**config.mk**
```make
export PLATFORM = sky130hd
export DESIGN_NAME = siw_irq_ctrl
export DESIGN_NICKNAME = d
export VERILOG_FILES = /design/src/pkg/siw_pkg.sv /design/src/pkg/siw_wake_if.sv /design/src/rtl/siw_wake_timer.sv /design/src/rtl/siw_irq_ctrl.sv
export VERILOG_INCLUDE_DIRS = /design/src /design/src/pkg
export SDC_FILE = /design/constraint.sdc
export NUM_CORES = 1
export LEC_CHECK = 0
export ABC_AREA = 0
export BUFFER_PORTS_ARGS = -buffer_cell sky130_fd_sc_hd__clkbuf_2
export CAP_MARGIN = 20
export CORE_UTILIZATION = 28
export CTS_CLUSTER_DIAMETER = 120
export DETAILED_ROUTE_END_ITERATION = 8
export SLEW_MARGIN = 30
export SYNTH_ARGS = -nofsm -noshare
export SYNTH_HDL_FRONTEND = slang
export SYNTH_SLANG_ARGS = --single-unit
```
**constraint.sdc**
```tcl
create_clock -name mclk_i -period 5.15 [get_ports mclk_i]
set_input_delay 0 -clock mclk_i [delete_from_list [all_inputs] [get_ports mclk_i]]
set_output_delay 0 -clock mclk_i [all_outputs]
set_load 0.05 [all_outputs]
```
**src/pkg/siw_consts.svh**
```systemverilog
`ifndef SIW_CONSTS_SVH
`define SIW_CONSTS_SVH

// register offsets on the internal register port
`define SIW_OFS_INT_CFG 8'h03
`define SIW_OFS_ENABLE 8'h04
`define SIW_OFS_MODE_A 8'h05
`define SIW_OFS_MODE_B 8'h06
`define SIW_OFS_KEY 8'h07
`define SIW_OFS_WAKE 8'h08
`define SIW_OFS_RESPONSE 8'h20
`define SIW_OFS_STATUS 8'h21

// field positions in the enable, status and interrupt configuration registers
`define SIW_BIT_CMD 5
`define SIW_BIT_PROX_BASE 2
`define SIW_BIT_LIGHT_HI 1
`define SIW_BIT_LIGHT_LO 0
`define SIW_BIT_OUT_EN 0
`define SIW_BIT_INT_MODE 1

// implemented bits of each register
`define SIW_MASK_ENABLE 8'h3f
`define SIW_MASK_MODE_A 8'hf7
`define SIW_MASK_MODE_B 8'h0f
`define SIW_MASK_INT_CFG 8'h03

// reset values
`define SIW_RST_ENABLE 8'h00
`define SIW_RST_MODE_A 8'h00
`define SIW_RST_MODE_B 8'h00
`define SIW_RST_INT_CFG 8'h00
`define SIW_RST_KEY 8'h00
`define SIW_RST_WAKE 8'h00

// unlock value and compressed-code limits
`define SIW_UNLOCK_VALUE 8'h17
`define SIW_WAKE_OFF 8'h00

// timing: wake base tick of 31.25 us on a 20 ns clock, least time rounds up
`define SIW_TICK_NS 31250
`define SIW_CLK_NS 20
`define SIW_TICK_CYCLES ((`SIW_TICK_NS + `SIW_CLK_NS - 1) / `SIW_CLK_NS)

`endif

```
**src/pkg/siw_pkg.sv**
```systemverilog
package siw_pkg;
  typedef logic [7:0] siw_byte_t;
  typedef logic [15:0] siw_word_t;
  typedef enum logic {SIW_TMR_OFF, SIW_TMR_RUN} siw_tmr_state_e;
endpackage

```
**src/pkg/siw_wake_if.sv**
```systemverilog
`timescale 1ns/1ps
interface siw_wake_if;
  import siw_pkg::*;
  siw_byte_t code;
  logic wake;
  logic running;
  modport ctrl (output code, input wake, input running);
  modport timer (input code, output wake, output running);
endinterface

```
**src/rtl/siw_wake_timer.sv**
```systemverilog
`timescale 1ns/1ps
`include "siw_consts.svh"
module siw_wake_timer #(
  parameter int TICK_CYCLES = `SIW_TICK_CYCLES
) (
  input wire logic mclk_i, // system clock
  input wire logic srst_i, // synchronous reset, active high
  siw_wake_if.timer wk // code in, wake pulse and oscillator state out
);
  import siw_pkg::*;

  if (TICK_CYCLES < 1 || TICK_CYCLES > 2047) begin : g_bad_tick
    $error("tick count does not fit the 11-bit tick counter");
  end

  // compressed code: upper nibble exponent, lower nibble mantissa with hidden one
  function automatic siw_word_t expand_code(input siw_byte_t code);
    siw_word_t base;
    base = {11'h000, 1'b1, code[3:0]};
    if (code[7:4] >= 4'h4) begin
      expand_code = base << (code[7:4] - 4'h4);
    end else begin
      expand_code = base >> (4'h4 - code[7:4]);
    end
  endfunction

  siw_tmr_state_e state;
  siw_byte_t code_seen;
  logic [10:0] tick_cnt;
  siw_word_t period_cnt;
  siw_word_t period;
  logic tick_end;
  logic period_end;
  logic code_changed;

  // decoded period and the end-of-tick and end-of-period points
  assign period = expand_code(wk.code);
  assign tick_end = tick_cnt == 11'(TICK_CYCLES - 1);
  assign period_end = period_cnt == (period - 16'h0001);
  assign code_changed = wk.code != code_seen;

  // tick and period counters, restarted whenever the code changes
  always_ff @(posedge mclk_i) begin
    if (srst_i) begin
      state <= SIW_TMR_OFF;
      code_seen <= `SIW_RST_WAKE;
      tick_cnt <= 11'h000;
      period_cnt <= 16'h0000;
    end else begin
      code_seen <= wk.code;
      if (wk.code == `SIW_WAKE_OFF || code_changed) begin
        state <= (wk.code == `SIW_WAKE_OFF) ? SIW_TMR_OFF : SIW_TMR_RUN;
        tick_cnt <= 11'h000;
        period_cnt <= 16'h0000;
      end else begin
        unique case (state)
          SIW_TMR_OFF: begin
            tick_cnt <= 11'h000;
          end
          SIW_TMR_RUN: begin
            if (tick_end) begin
              tick_cnt <= 11'h000;
              period_cnt <= period_end ? 16'h0000 : period_cnt + 16'h0001;
            end else begin
              tick_cnt <= tick_cnt + 11'h001;
            end
          end
        endcase
      end
    end
  end

  // one-cycle wake pulse at the end of each period, oscillator state level
  always_ff @(posedge mclk_i) begin
    if (srst_i) begin
      wk.wake <= 1'b0;
      wk.running <= 1'b0;
    end else begin
      wk.wake <= state == SIW_TMR_RUN && !code_changed && wk.code != `SIW_WAKE_OFF && tick_end && period_end;
      wk.running <= state == SIW_TMR_RUN && wk.code != `SIW_WAKE_OFF;
    end
  end

  // helper: cycles between two wake pulses under one code
  int unsigned gap;
  logic armed;
  always_ff @(posedge mclk_i) begin
    if (srst_i || code_changed) begin
      gap <= 0;
      armed <= 1'b0;
    end else if (wk.wake) begin
      gap <= 0;
      armed <= 1'b1;
    end else begin
      gap <= gap + 1;
    end
  end

  chk_wake_gap: assert property (@(posedge mclk_i) disable iff (srst_i)
    (wk.wake && armed) |-> gap == 32'(period) * 32'(TICK_CYCLES) - 1)
    else $error("wake interval differs from expanded code times tick");
  chk_wake_off: assert property (@(posedge mclk_i) disable iff (srst_i)
    (wk.code == `SIW_WAKE_OFF) |=> (!wk.running && !wk.wake))
    else $error("oscillator still runs with a zero code");
  chk_expand_ten: assert property (@(posedge mclk_i) disable iff (srst_i)
    (wk.code == 8'h84 |-> period == 16'h0140) and (wk.code == 8'hb9 |-> period == 16'h0c80))
    else $error("code expansion wrong for mid-range codes");
  chk_expand_max: assert property (@(posedge mclk_i) disable iff (srst_i)
    (wk.code == 8'hff |-> period == 16'hf800) and (wk.code == 8'hdf |-> period == 16'h3e00))
    else $error("code expansion wrong for long codes");
  cov_wake_twice: cover property (@(posedge mclk_i) disable iff (srst_i) wk.wake && armed);
endmodule

```
**src/rtl/siw_irq_ctrl.sv**
```systemverilog
// What this block does
// - command enable bit 5 lets the command flag drive the pin; clear blocks it
// - enable bits 4,3,2 gate proximity channels three, two, one onto the pin
// - light enable bits: upper gates second light flag, lower the first; 00 none
// - mode register A: channel two mode in 7:6, channel one in 5:4
// - mode register B bits 1:0 hold channel three mode, same encoding
// - proximity mode 00 every sample, 01 threshold crossing, 11 above threshold
// - light enable 00 with light mode 000 never sets either light flag
// - light enable 01 with mode 000 sets first flag on each visible sample
// - lower enable bit: x01 visible, x11 infrared, first flag on window exit
// - upper enable bit: 10x visible, 11x infrared, second flag on window entry
// - light mode behaviour only for newer sequencers; older ones differ
// - command mode in B bits 3:2; 00 sets command flag on every response write
// - command mode 01 flags only error responses with top bit set; 1x reserved
// - mode register B resets to all zeros
// - wake code expands to sixteen bits; interval is that times 31.25 us
// - wake code 0x00 stops the oscillator and all autonomous wake-ups
// - codes 0x84, 0x94, 0xb9, 0xdf expand to 0x140, 0x280, 0x0c80, 0x3e00
// - code 0xff expands to 0xf800, the longest interval
// - with output enable set, pin driven low while any flag meets its enable
// - flags are sticky in default mode; host clears them in the status register
`timescale 1ns/1ps
`include "siw_consts.svh"
module siw_irq_ctrl #(
  parameter int TICK_CYCLES = `SIW_TICK_CYCLES,
  parameter bit NEW_SEQUENCER = 1'b1
) (
  input wire logic mclk_i, // system clock
  input wire logic srst_i, // synchronous reset, active high
  input wire siw_pkg::siw_byte_t reg_addr_i, // register address
  input wire siw_pkg::siw_byte_t reg_wdata_i, // register write data
  input wire logic reg_wr_i, // register write strobe
  input wire logic reg_rd_i, // register read strobe
  output siw_pkg::siw_byte_t reg_rdata_o, // register read data
  input wire logic [2:0] prox_done_i, // proximity sample complete, one per channel
  input wire siw_pkg::siw_word_t prox_value_i [3], // proximity samples
  input wire siw_pkg::siw_word_t prox_threshold_i [3], // proximity thresholds
  input wire logic light_vis_done_i, // visible sample complete
  input wire logic light_ir_done_i, // infrared sample complete
  input wire siw_pkg::siw_word_t visible_light_channel_i, // visible sample
  input wire siw_pkg::siw_word_t infrared_light_channel_i, // infrared sample
  input wire siw_pkg::siw_word_t light_window_low_i, // window low threshold
  input wire siw_pkg::siw_word_t light_window_high_i, // window high threshold
  output logic int_o, // interrupt pin output level
  output logic int_oe_o, // interrupt pin output enable
  output logic [5:0] irq_flags_o, // event flags
  output logic wake_o, // one-cycle autonomous wake pulse
  output logic osc_running_o, // wake oscillator running
  output logic key_ok_o // unlock key holds the required value
);
  import siw_pkg::*;

  siw_byte_t int_cfg;
  siw_byte_t event_source_enable;
  siw_byte_t event_trigger_mode_a;
  siw_byte_t event_trigger_mode_b;
  siw_byte_t unlock_key;
  siw_byte_t wake_period_code;
  logic [5:0] status;
  logic [5:0] next_set;
  logic [5:0] next_clear;
  logic [1:0] prox_mode [3];
  logic [2:0] prox_above;
  logic [2:0] light_trigger_mode;
  logic [1:0] light_event_enable;
  logic [1:0] command_trigger_mode;
  logic vis_inside;
  logic ir_inside;
  logic vis_was_inside;
  logic ir_was_inside;
  logic wr_status;

  siw_wake_if wk ();

  // window membership, used for both light channels
  function automatic logic in_window(input siw_word_t v, input siw_word_t lo, input siw_word_t hi);
    in_window = v >= lo && v <= hi;
  endfunction

  // register write decode; strobe and address come in as arguments so that
  // continuous assignments and assertions see them change
  function automatic logic wr_hit(input logic wr, input siw_byte_t addr, input siw_byte_t ofs);
    wr_hit = wr && addr == ofs;
  endfunction

  // field extraction from the mode registers
  assign prox_mode[0] = event_trigger_mode_a[5:4];
  assign prox_mode[1] = event_trigger_mode_a[7:6];
  assign prox_mode[2] = event_trigger_mode_b[1:0];
  assign light_trigger_mode = event_trigger_mode_a[2:0];
  assign light_event_enable = event_source_enable[1:0];
  assign command_trigger_mode = event_trigger_mode_b[3:2];
  assign vis_inside = in_window(visible_light_channel_i, light_window_low_i, light_window_high_i);
  assign ir_inside = in_window(infrared_light_channel_i, light_window_low_i, light_window_high_i);
  assign wr_status = wr_hit(reg_wr_i, reg_addr_i, `SIW_OFS_STATUS);

  // configuration registers; reserved bits are stored as zero
  always_ff @(posedge mclk_i) begin
    if (srst_i) begin
      int_cfg <= `SIW_RST_INT_CFG;
      event_source_enable <= `SIW_RST_ENABLE;
      event_trigger_mode_a <= `SIW_RST_MODE_A;
      event_trigger_mode_b <= `SIW_RST_MODE_B;
      unlock_key <= `SIW_RST_KEY;
      wake_period_code <= `SIW_RST_WAKE;
    end else begin
      if (wr_hit(reg_wr_i, reg_addr_i, `SIW_OFS_INT_CFG)) begin
        int_cfg <= reg_wdata_i & `SIW_MASK_INT_CFG;
      end
      if (wr_hit(reg_wr_i, reg_addr_i, `SIW_OFS_ENABLE)) begin
        event_source_enable <= reg_wdata_i & `SIW_MASK_ENABLE;
      end
      if (wr_hit(reg_wr_i, reg_addr_i, `SIW_OFS_MODE_A)) begin
        event_trigger_mode_a <= reg_wdata_i & `SIW_MASK_MODE_A;
      end
      if (wr_hit(reg_wr_i, reg_addr_i, `SIW_OFS_MODE_B)) begin
        event_trigger_mode_b <= reg_wdata_i & `SIW_MASK_MODE_B;
      end
      if (wr_hit(reg_wr_i, reg_addr_i, `SIW_OFS_KEY)) begin
        unlock_key <= reg_wdata_i;
      end
      if (wr_hit(reg_wr_i, reg_addr_i, `SIW_OFS_WAKE)) begin
        wake_period_code <= reg_wdata_i;
      end
    end
  end

  // proximity channels: last side of the threshold and flag set conditions
  for (genvar g = 0; g < 3; g++) begin : g_prox
    logic above_now;
    logic hit;
    assign above_now = prox_value_i[g] > prox_threshold_i[g];
    always_comb begin
      hit = 1'b0;
      unique case (prox_mode[g])
        2'b00: hit = 1'b1;
        2'b01: hit = above_now != prox_above[g];
        2'b11: hit = above_now;
        default: hit = 1'b0;
      endcase
    end
    always_ff @(posedge mclk_i) begin
      if (srst_i) begin
        prox_above[g] <= 1'b0;
      end else if (prox_done_i[g]) begin
        prox_above[g] <= above_now;
      end
    end
    assign next_set[`SIW_BIT_PROX_BASE + g] = prox_done_i[g] && event_source_enable[`SIW_BIT_PROX_BASE + g] && hit;
    // level mode clears the flag once the sample is no longer above threshold
    assign next_clear[`SIW_BIT_PROX_BASE + g] = (wr_status && reg_wdata_i[`SIW_BIT_PROX_BASE + g]) ||
      (int_cfg[`SIW_BIT_INT_MODE] && prox_mode[g] == 2'b11 && prox_done_i[g] && !above_now);

    chk_prox_gate: assert property (@(posedge mclk_i) disable iff (srst_i)
      $rose(status[`SIW_BIT_PROX_BASE + g]) |-> $past(event_source_enable[`SIW_BIT_PROX_BASE + g]))
      else $error("proximity flag set while its enable is clear");
    chk_prox_done: assert property (@(posedge mclk_i) disable iff (srst_i)
      (prox_done_i[g] && event_source_enable[`SIW_BIT_PROX_BASE + g] && prox_mode[g] == 2'b00)
      |=> status[`SIW_BIT_PROX_BASE + g])
      else $error("completion mode did not set the proximity flag");
  end

  // previous window membership of each light channel
  always_ff @(posedge mclk_i) begin
    if (srst_i) begin
      vis_was_inside <= 1'b1;
      ir_was_inside <= 1'b1;
    end else begin
      if (light_vis_done_i) begin
        vis_was_inside <= vis_inside;
      end
      if (light_ir_done_i) begin
        ir_was_inside <= ir_inside;
      end
    end
  end

  // light flags: first on exit or every visible sample, second on entry
  always_comb begin
    next_set[`SIW_BIT_LIGHT_LO] = 1'b0;
    next_set[`SIW_BIT_LIGHT_HI] = 1'b0;
    if (!NEW_SEQUENCER) begin
      next_set[`SIW_BIT_LIGHT_LO] = light_event_enable[0] && light_vis_done_i;
    end else begin
      if (light_event_enable[0]) begin
        unique case (light_trigger_mode[1:0])
          2'b00: next_set[`SIW_BIT_LIGHT_LO] = light_trigger_mode[2] == 1'b0 && light_vis_done_i;
          2'b01: next_set[`SIW_BIT_LIGHT_LO] = light_vis_done_i && vis_was_inside && !vis_inside;
          2'b11: next_set[`SIW_BIT_LIGHT_LO] = light_ir_done_i && ir_was_inside && !ir_inside;
          default: next_set[`SIW_BIT_LIGHT_LO] = 1'b0;
        endcase
      end
      if (light_event_enable[1]) begin
        unique case (light_trigger_mode[2:1])
          2'b10: next_set[`SIW_BIT_LIGHT_HI] = light_vis_done_i && !vis_was_inside && vis_inside;
          2'b11: next_set[`SIW_BIT_LIGHT_HI] = light_ir_done_i && !ir_was_inside && ir_inside;
          default: next_set[`SIW_BIT_LIGHT_HI] = 1'b0;
        endcase
      end
    end
  end

  // command flag from writes to the response register
  always_comb begin
    next_set[`SIW_BIT_CMD] = 1'b0;
    if (wr_hit(reg_wr_i, reg_addr_i, `SIW_OFS_RESPONSE) && event_source_enable[`SIW_BIT_CMD]) begin
      unique case (command_trigger_mode)
        2'b00: next_set[`SIW_BIT_CMD] = 1'b1;
        2'b01: next_set[`SIW_BIT_CMD] = reg_wdata_i[7];
        default: next_set[`SIW_BIT_CMD] = 1'b0;
      endcase
    end
  end

  // host clears by writing ones to the status register
  assign next_clear[`SIW_BIT_CMD] = wr_status && reg_wdata_i[`SIW_BIT_CMD];
  assign next_clear[1:0] = wr_status ? reg_wdata_i[1:0] : 2'b00;

  // sticky flags; a set in the cycle of a clear wins
  always_ff @(posedge mclk_i) begin
    if (srst_i) begin
      status <= 6'h00;
    end else begin
      status <= (status & ~next_clear) | next_set;
    end
  end

  // pin drive, flag copy and key check, all registered
  always_ff @(posedge mclk_i) begin
    if (srst_i) begin
      int_o <= 1'b0;
      int_oe_o <= 1'b0;
      irq_flags_o <= 6'h00;
      key_ok_o <= 1'b0;
    end else begin
      int_o <= 1'b0;
      int_oe_o <= int_cfg[`SIW_BIT_OUT_EN] && |(status & event_source_enable[5:0]);
      irq_flags_o <= status;
      key_ok_o <= unlock_key == `SIW_UNLOCK_VALUE;
    end
  end

  // read data, captured on the read strobe; unmapped reads return zero
  always_ff @(posedge mclk_i) begin
    if (srst_i) begin
      reg_rdata_o <= 8'h00;
    end else if (reg_rd_i) begin
      unique case (reg_addr_i)
        `SIW_OFS_INT_CFG: reg_rdata_o <= int_cfg;
        `SIW_OFS_ENABLE: reg_rdata_o <= event_source_enable;
        `SIW_OFS_MODE_A: reg_rdata_o <= event_trigger_mode_a;
        `SIW_OFS_MODE_B: reg_rdata_o <= event_trigger_mode_b;
        `SIW_OFS_KEY: reg_rdata_o <= unlock_key;
        `SIW_OFS_WAKE: reg_rdata_o <= wake_period_code;
        `SIW_OFS_STATUS: reg_rdata_o <= {2'b00, status};
        default: reg_rdata_o <= 8'h00;
      endcase
    end
  end

  // wake timer paced by the compressed code
  assign wk.code = wake_period_code;
  assign wake_o = wk.wake;
  assign osc_running_o = wk.running;

  siw_wake_timer #(
    .TICK_CYCLES(TICK_CYCLES)
  ) u_wake (
    .mclk_i(mclk_i),
    .srst_i(srst_i),
    .wk(wk)
  );

  chk_cmd_gate: assert property (@(posedge mclk_i) disable iff (srst_i)
    $rose(status[`SIW_BIT_CMD]) |-> $past(event_source_enable[`SIW_BIT_CMD]))
    else $error("command flag set while its enable is clear");
  chk_cmd_every: assert property (@(posedge mclk_i) disable iff (srst_i)
    (wr_hit(reg_wr_i, reg_addr_i, `SIW_OFS_RESPONSE) && event_source_enable[`SIW_BIT_CMD] && command_trigger_mode == 2'b00)
    |=> status[`SIW_BIT_CMD])
    else $error("response write did not set the command flag");
  chk_cmd_error: assert property (@(posedge mclk_i) disable iff (srst_i)
    (wr_hit(reg_wr_i, reg_addr_i, `SIW_OFS_RESPONSE) && command_trigger_mode == 2'b01 && !status[`SIW_BIT_CMD])
    |=> status[`SIW_BIT_CMD] == $past(reg_wdata_i[7] && event_source_enable[`SIW_BIT_CMD]))
    else $error("error-only mode flagged the wrong response");
  chk_light_off: assert property (@(posedge mclk_i) disable iff (srst_i)
    (light_event_enable == 2'b00) |=> !($rose(status[1]) || $rose(status[0])))
    else $error("light flag set with light events disabled");
  chk_light_sample: assert property (@(posedge mclk_i) disable iff (srst_i)
    (light_vis_done_i && light_event_enable == 2'b01 && light_trigger_mode == 3'b000) |=> status[0])
    else $error("visible sample did not set the first light flag");
  chk_mode_b_reset: assert property (@(posedge mclk_i) disable iff (srst_i)
    $past(srst_i) |-> event_trigger_mode_b == 8'h00)
    else $error("mode register B not zero after reset");
  chk_pin_follow: assert property (@(posedge mclk_i) disable iff (srst_i)
    ##1 int_oe_o == $past(int_cfg[0] && |(status & event_source_enable[5:0])))
    else $error("pin drive does not follow flags and enables");
  chk_flags_sticky: assert property (@(posedge mclk_i) disable iff (srst_i)
    (!wr_status && !int_cfg[`SIW_BIT_INT_MODE]) |=> (status & $past(status)) == $past(status))
    else $error("flag dropped without a host clear");
  cov_cmd_event: cover property (@(posedge mclk_i) disable iff (srst_i) $rose(status[`SIW_BIT_CMD]));
  cov_pin_low: cover property (@(posedge mclk_i) disable iff (srst_i) $rose(int_oe_o));
  cov_light_exit: cover property (@(posedge mclk_i) disable iff (srst_i) $rose(status[0]) && light_trigger_mode[0]);
endmodule

```
; ---- After elaboration in Yosys (flattened, before gate mapping)
; Index checks and enable logic that the tools add are counted.
[op_classes]
addsub = 5
mul = 0
div_mod_pow = 0
n_lt_le_gt_ge = 8
eq_ne = 26
shifts = 2
n_mux = 16
bitwise_logic = 6
n_reduce_logical = 67
[op_table]
columns = operator, count
row1 = one-hot mux 8 bit (7 select lines), 1
row2 = > comparator 16 bit, 3
row3 = logical AND 1 bit, 45
row4 = "== test 8 x 3 -> 1 bit, second input constant", 4
row5 = >= comparator 16 bit, 2
row6 = less-or-equal comparator 16 bit, 2
row7 = 2-to-1 mux 16 bit, 2
row8 = one-hot mux 11 bit (2 select lines), 1
row9 = "adder 16 x 1 -> 16 bit, second input constant", 1
row10 = == test 16 bit, 1
row11 = "== test 8 x 6 -> 1 bit, second input constant", 2
row12 = << shifter 5 x 4 -> 16 bit, 1
row13 = right shift 5 x 4 -> 16 bit, 1
row14 = "subtractor 16 x 1 -> 16 bit, second input constant", 1
row15 = bitwise AND 6 bit, 2
row16 = "== test 2 bit, second input constant", 6
row17 = one-hot mux 1 bit (3 select lines), 4
row18 = "adder 11 x 1 -> 11 bit, second input constant", 1
row19 = "== test 11 bit, second input constant", 1
row20 = 2-to-1 mux 11 bit, 1
row21 = "== test 2 x 1 -> 1 bit, second input constant", 5
row22 = logical NOT 2 bit, 5
row23 = "== test 8 x 2 -> 1 bit, second input constant", 1
row24 = "== test 8 x 4 -> 1 bit, second input constant", 1
row25 = 19 further kinds, 36
[word_totals]
reg_bits = 100
latchBits = 0
ramBits = 0
rom_bits = 0
input_bits = 185
output_inout_bits = 19
elab_cells = 152
mem_count = 0

; ---- Longest topological paths before layout
[logic_depth]
depth_word = 8
ltp_mapped = 18
mapped_depth_nobuf = 15

; ---- Modules after synthesis
; A second synthesis with hierarchy kept.
[unflattened]
hier_cells = 1053
area_unflattened_um2 = 8443.1
[modules_own_cells]
columns = module, instances, cells_per_inst, area_each_um2
row1 = siw_irq_ctrl, 1, 693, 5515.3
row2 = siw_wake_timer, 1, 360, 2927.8

; ---- Worst setup path after synthesis
; OpenSTA, ideal clock, no wires.
[synth_path]
kind = register to register
from = reg wake_period_code[4]
to = reg u_wake.period_cnt[0]
setup_ps = 117
arrival_ps = 4214
required_time_ps = 5033
setup_slack_ps = 819
path_stages_with_launch = 16
period_less_slack_ps = 4331
path_cell_list = dfxtp_1 -> buf_2 -> buf_2 -> inv_2 -> ha_1 -> clkbuf_1 -> mux4_2 -> mux2_2 -> a31oi_4 -> nand3_2 -> or4_4 -> or4_1 -> a221o_1 -> o31ai_4 -> buf_2 -> nor2_1
[synth_between]
elab_chain_cells = 6
[synth_lines]
columns = item, line_no
row1 = start: declaration, siw_irq_ctrl.sv:58  ; siw_byte_t wake_period_code;
row2 = start signal: assignment, siw_irq_ctrl.sv:105  ; wake_period_code <= `SIW_RST_WAKE;
row3 = start signal: assignment, siw_irq_ctrl.sv:123  ; wake_period_code <= reg_wdata_i;
row4 = subtractor 3 x 4 -> 4 bit / subtractor 4 x 3 -> 4 bit (equally long branches), "siw_wake_timer.sv:23, siw_wake_timer.sv:21"
row5 = right shift 5 x 4 -> 16 bit / << shifter 5 x 4 -> 16 bit (equally long branches), "siw_wake_timer.sv:23, siw_wake_timer.sv:21"
row6 = 2-to-1 mux 16 bit, siw_wake_timer.sv:20  ; if (code[7:4] >= 4'h4) begin
row7 = subtractor 16 x 1 -> 16 bit, siw_wake_timer.sv:39  ; assign period_end = period_cnt == (period - 16'h0001);
row8 = == test 16 bit, siw_wake_timer.sv:39
row9 = 2-to-1 mux 16 bit, siw_wake_timer.sv:63  ; period_cnt <= period_end ? 16'h0000 : period_cnt + 16'h0001;
row10 = end signal: assignment, siw_wake_timer.sv:63
row11 = end: declaration, siw_wake_timer.sv:30  ; siw_word_t period_cnt;
; Parallel ways exist; a longest one is shown, timed or not.
; A chain may end at the register's enable or synchronous reset.

; ---- Worst setup path after layout
[layout_path]
from = reg wake_period_code[5]
to = reg u_wake.period_cnt[11]
; Same word-level chain as after synthesis.

==> impl_results.md <==
* Skew final at 7.858 ps
* Critical path required time at 5370 ps
* Most common cell on crit path: ha_1
* Fmax at 0.2390 GHz
* RSZ-0062 raised after global routing: false
* EDFF count, synth at 0
* Synth Instances at 1044
* Number of library cell types mapped by synthesis at 79
* TritonRoute pass-1 iters at 5
* Minimum clock period at 4184 ps
* Share of cells above drive strength 1 at 19.57%
* TritonCTS Buffers at 9
* Critical Path Source Type: register
* GRT busiest layer: met2
* Period utilisation layout at 81.25%
* Main synth FF type: dfxtp_1
* Largest family of logic cells by synthesized area: simple AND/OR/NAND/NOR gates
* Simple-gate share of the synthesized area at 22.96%
* DRC Markers at 0
* PwrDens at 180.5 mW/mm^2
* GR Util met3 at 2.318%
* GR Overflow Total at 0
* Slew headroom at 43.35%
* Clk root buf: clkbuf_16
* Top-area cell type share of the netlist area at 24.15%
* Slowest CP cell: o31ai_4
* Data arrival, critical path at 4400 ps
* Syn. warnings at 0
* Hold Violations, Final at 0
* Met1 usage at 19.64%
* Max incr delay on CP at 590 ps
* Setup crit end kind: register
* Reg2Reg Setup Slack at 970 ps
* Post-Synth XOR/XNOR Area at 5.448%
* Post-synthesis mux area share at 3.652%
* Drt total wl at 23.02 mm
* Critical path type: reg2reg
* Total negative slack at 0 ps
* CTS HTree Levels at 3
* Seq/Total Area, Yosys at 24.15%
* Number of setup violations in the final report at 0
* Row count at 62
* Core area at 0.02894 sq mm
* Mean Syn Cell Area at 7.941 sq um
* Synth area leaders: dfxtp_1 24%, ha_1 18%, nor2_1 4.5%, inv_1 4.2%, a21oi_1 4.1%
* Chip width at 174.1 um
* Tightest Hold Check Type: in2reg
* Resized Gates After CTS at 0
* Max Root-Sink Buffers at 2
* Outcome: finished clean
* Vias in the first global route at 7905
* Worst-path cell chain: inv_1, ha_1, mux4_2, mux2_2, a31oi_4, ha_1, and3b_1, nand3_1, or3_1, a21o_1, a221o_1, o31ai_4, nor2_1
* Multi-input logic area at 0.005776 sq mm
* Final #Nets at 1542
* Initial Util at 28.65%
* Fill cells at 3044
* Layout overhead on the synthesized area at 21.94%
* Clock Latency Late Sink at 360 ps
* Diode count at 0
* Final instance area at 0.01011 sq mm
* VDD IR max at 0.1429 mV
* FF+latch count, synth at 100
* Yosys top cell by area: dfxtp_1
* HPWL Detailed at 18.74 mm
* Max_cap viols at 0
* Clk sinks at 100
* First-pass GRT wire length at 37.92 mm
* Post-synth ARST share at 0%
* Syn_nets at 1349
* CTS tree: built
* Top Ports at 204
* Wire length per cell at 14.15 um
* CP Max Fanout at 15
* Sequential standard cell area at 0.002002 sq mm
* P_leak at 4.637 nW
* Synth Area in Compound Gates at 19.45%
* GRT met2 Usage at 26.03%
* Die area at 0.03030 sq mm
* Pin count of the biggest net entering global routing at 41
* Worst Tran Pin Value at 849.7 ps
* GP Congestion at 0.8666
* Mapped cell area at 0.008290 sq mm
* Area share of fa/ha/maj cells after synthesis at 18.11%
* Initial antenna violation count at 0
* Die Span Y at 174.1 um
* Number of vias per cell at 4.970
* Routed Antenna Nets at 0
* IO buf count at 202
* Clock Pin Slew Worst Setup and Hold Paths at 80 ps
* Initial DRC Count at 357
* Max Slew Vio Count at 0
* Tot GR Track Use at 15.18%
* Dpl cell area at 0.009678 sq mm
* Via count at 8082
==> timing repair <==
item / 4_1_cts / 5_1_grt
endpoints found under the hold margin: 22 / 0
buffers inserted: 0 / 0
hold buffers: 12 / 0
==> metal layers <==
| metal | vias up | routed length [um] |
|---|---|---|
| li1 | 4135 | - |
| met1 | 3711 | 10810 |
| met2 | 208 | 10800 |
| met3 | 28 | 1025 |
| met4 | 0 | 381 |
| met5 | - | 0 |
==> path summary, 6_finish.rpt <==
| kind | start | to | cells past startpoint |
|---|---|---|---|
| min reg2reg | unlock_key[7] | key_ok_o | 1 |
| max | wake_period_code[5] | u_wake.period_cnt[11] | 13 |
| min | reg_wdata_i[2] | unlock_key[2] | 3 |
| max reg2reg | wake_period_code[5] | u_wake.period_cnt[11] | 13 |
==> worst max-delay path: cells and delay by family, from the launching register on <==
kind	cells	cell delay, ps
adder cells (fa/ha/maj)	2	690
flip-flops	1	340
AO/OA/AOI/OAI	4	1400
buffers and inverters	1	130
AND/OR/NAND/NOR	4	880
multiplexers	2	630
==> cell type report <==
class | count | area share [%]
Sequential cell | 100 | 19.80
Clock buffer | 9 | 2.228
Timing Repair Buffer | 221 | 11.71
Clock inverter | 7 | 0.8540
Tap cell | 384 | 4.752
Inverter | 95 | 3.527
Multi-Input combinational cell | 810 | 57.13
==> synth_stat cells, types with 4 or more instances <==
master,count
and3_1,7
a22oi_1,9
nor2_1,100
o211ai_1,10
mux2i_1,19
nor2b_1,22
a211oi_1,11
a31oi_1,5
nor3b_1,6
dfxtp_1,100
nor3_1,19
ha_1,120
clkbuf_1,28
mux4_2,4
buf_2,5
nand3_1,50
inv_1,92
or4_1,4
and2_1,9
buf_1,5
nand2b_1,16
nand4_1,26
o2111ai_1,4
nand2_1,86
o21ai_0,25
o21a_1,14
a222oi_1,6
nor4_1,8
a21o_1,26
xnor2_1,19
a21oi_1,68
xor2_1,30
and3b_1,5
a2111oi_0,4
==> sequential cells by signal, summed over array words and instances, names as in the netlist, 7 cells and up <==
register / count
wake_period_code: 8
unlock_key: 8
u_wake.code_seen: 8
u_wake.tick_cnt: 11
reg_rdata_o: 8
event_trigger_mode_a: 7
u_wake.period_cnt: 16
==> through the flow <==
stage	hold WS, ps	power, W	std cells	utilization [%]	worst slack (ps)
global placement	236.1	0.001123	1598	33.45	1040
floorplan	117.9	0.0009927	1044	-	819.2
finish	3.190	0.001825	1626	34.94	965.5
detailed placement	245.2	0.001131	1598	33.45	980.4
CTS	1.723	0.001849	1626	34.94	960.1
global route	28.77	0.001932	1626	34.94	657.5
==> power by group <==
part | total [W] | internal, W | switching [W]
registers | 0.000779 | 0.000776 | 0.00000282
clock network | 0.000706 | 0.000351 | 0.000355
logic | 0.000340 | 0.000166 | 0.000174
==> cells in the final DEF (no fill, tap or decap), drive strengths merged, types with 14 or more instances in the layout <==
cell    synthesis  routed
xor2           30      30
a21o           26      26
xnor2          19      19
nor3           19      19
o21a           14      14
o21ai          26      26
nor2          100     100
clkbuf         28     211
nor2b          22      22
nand3          51      51
nand2          86      86
mux2i          19      19
a21oi          68      68
ha            120     120
nand2b         16      16
nand4          26      26
dfxtp         100     100
inv            94      98
==> cells by family after synthesis <==
kind of cell / after synthesis
AND/OR/NAND/NOR: 382
AO/OA/AOI/OAI: 232
buffers and inverters: 134
adder cells (fa/ha/maj): 120
flip-flops: 100
XOR/XNOR: 50
multiplexers: 25
other: 1
Note: power is estimated with default switching activity, not from simulation.
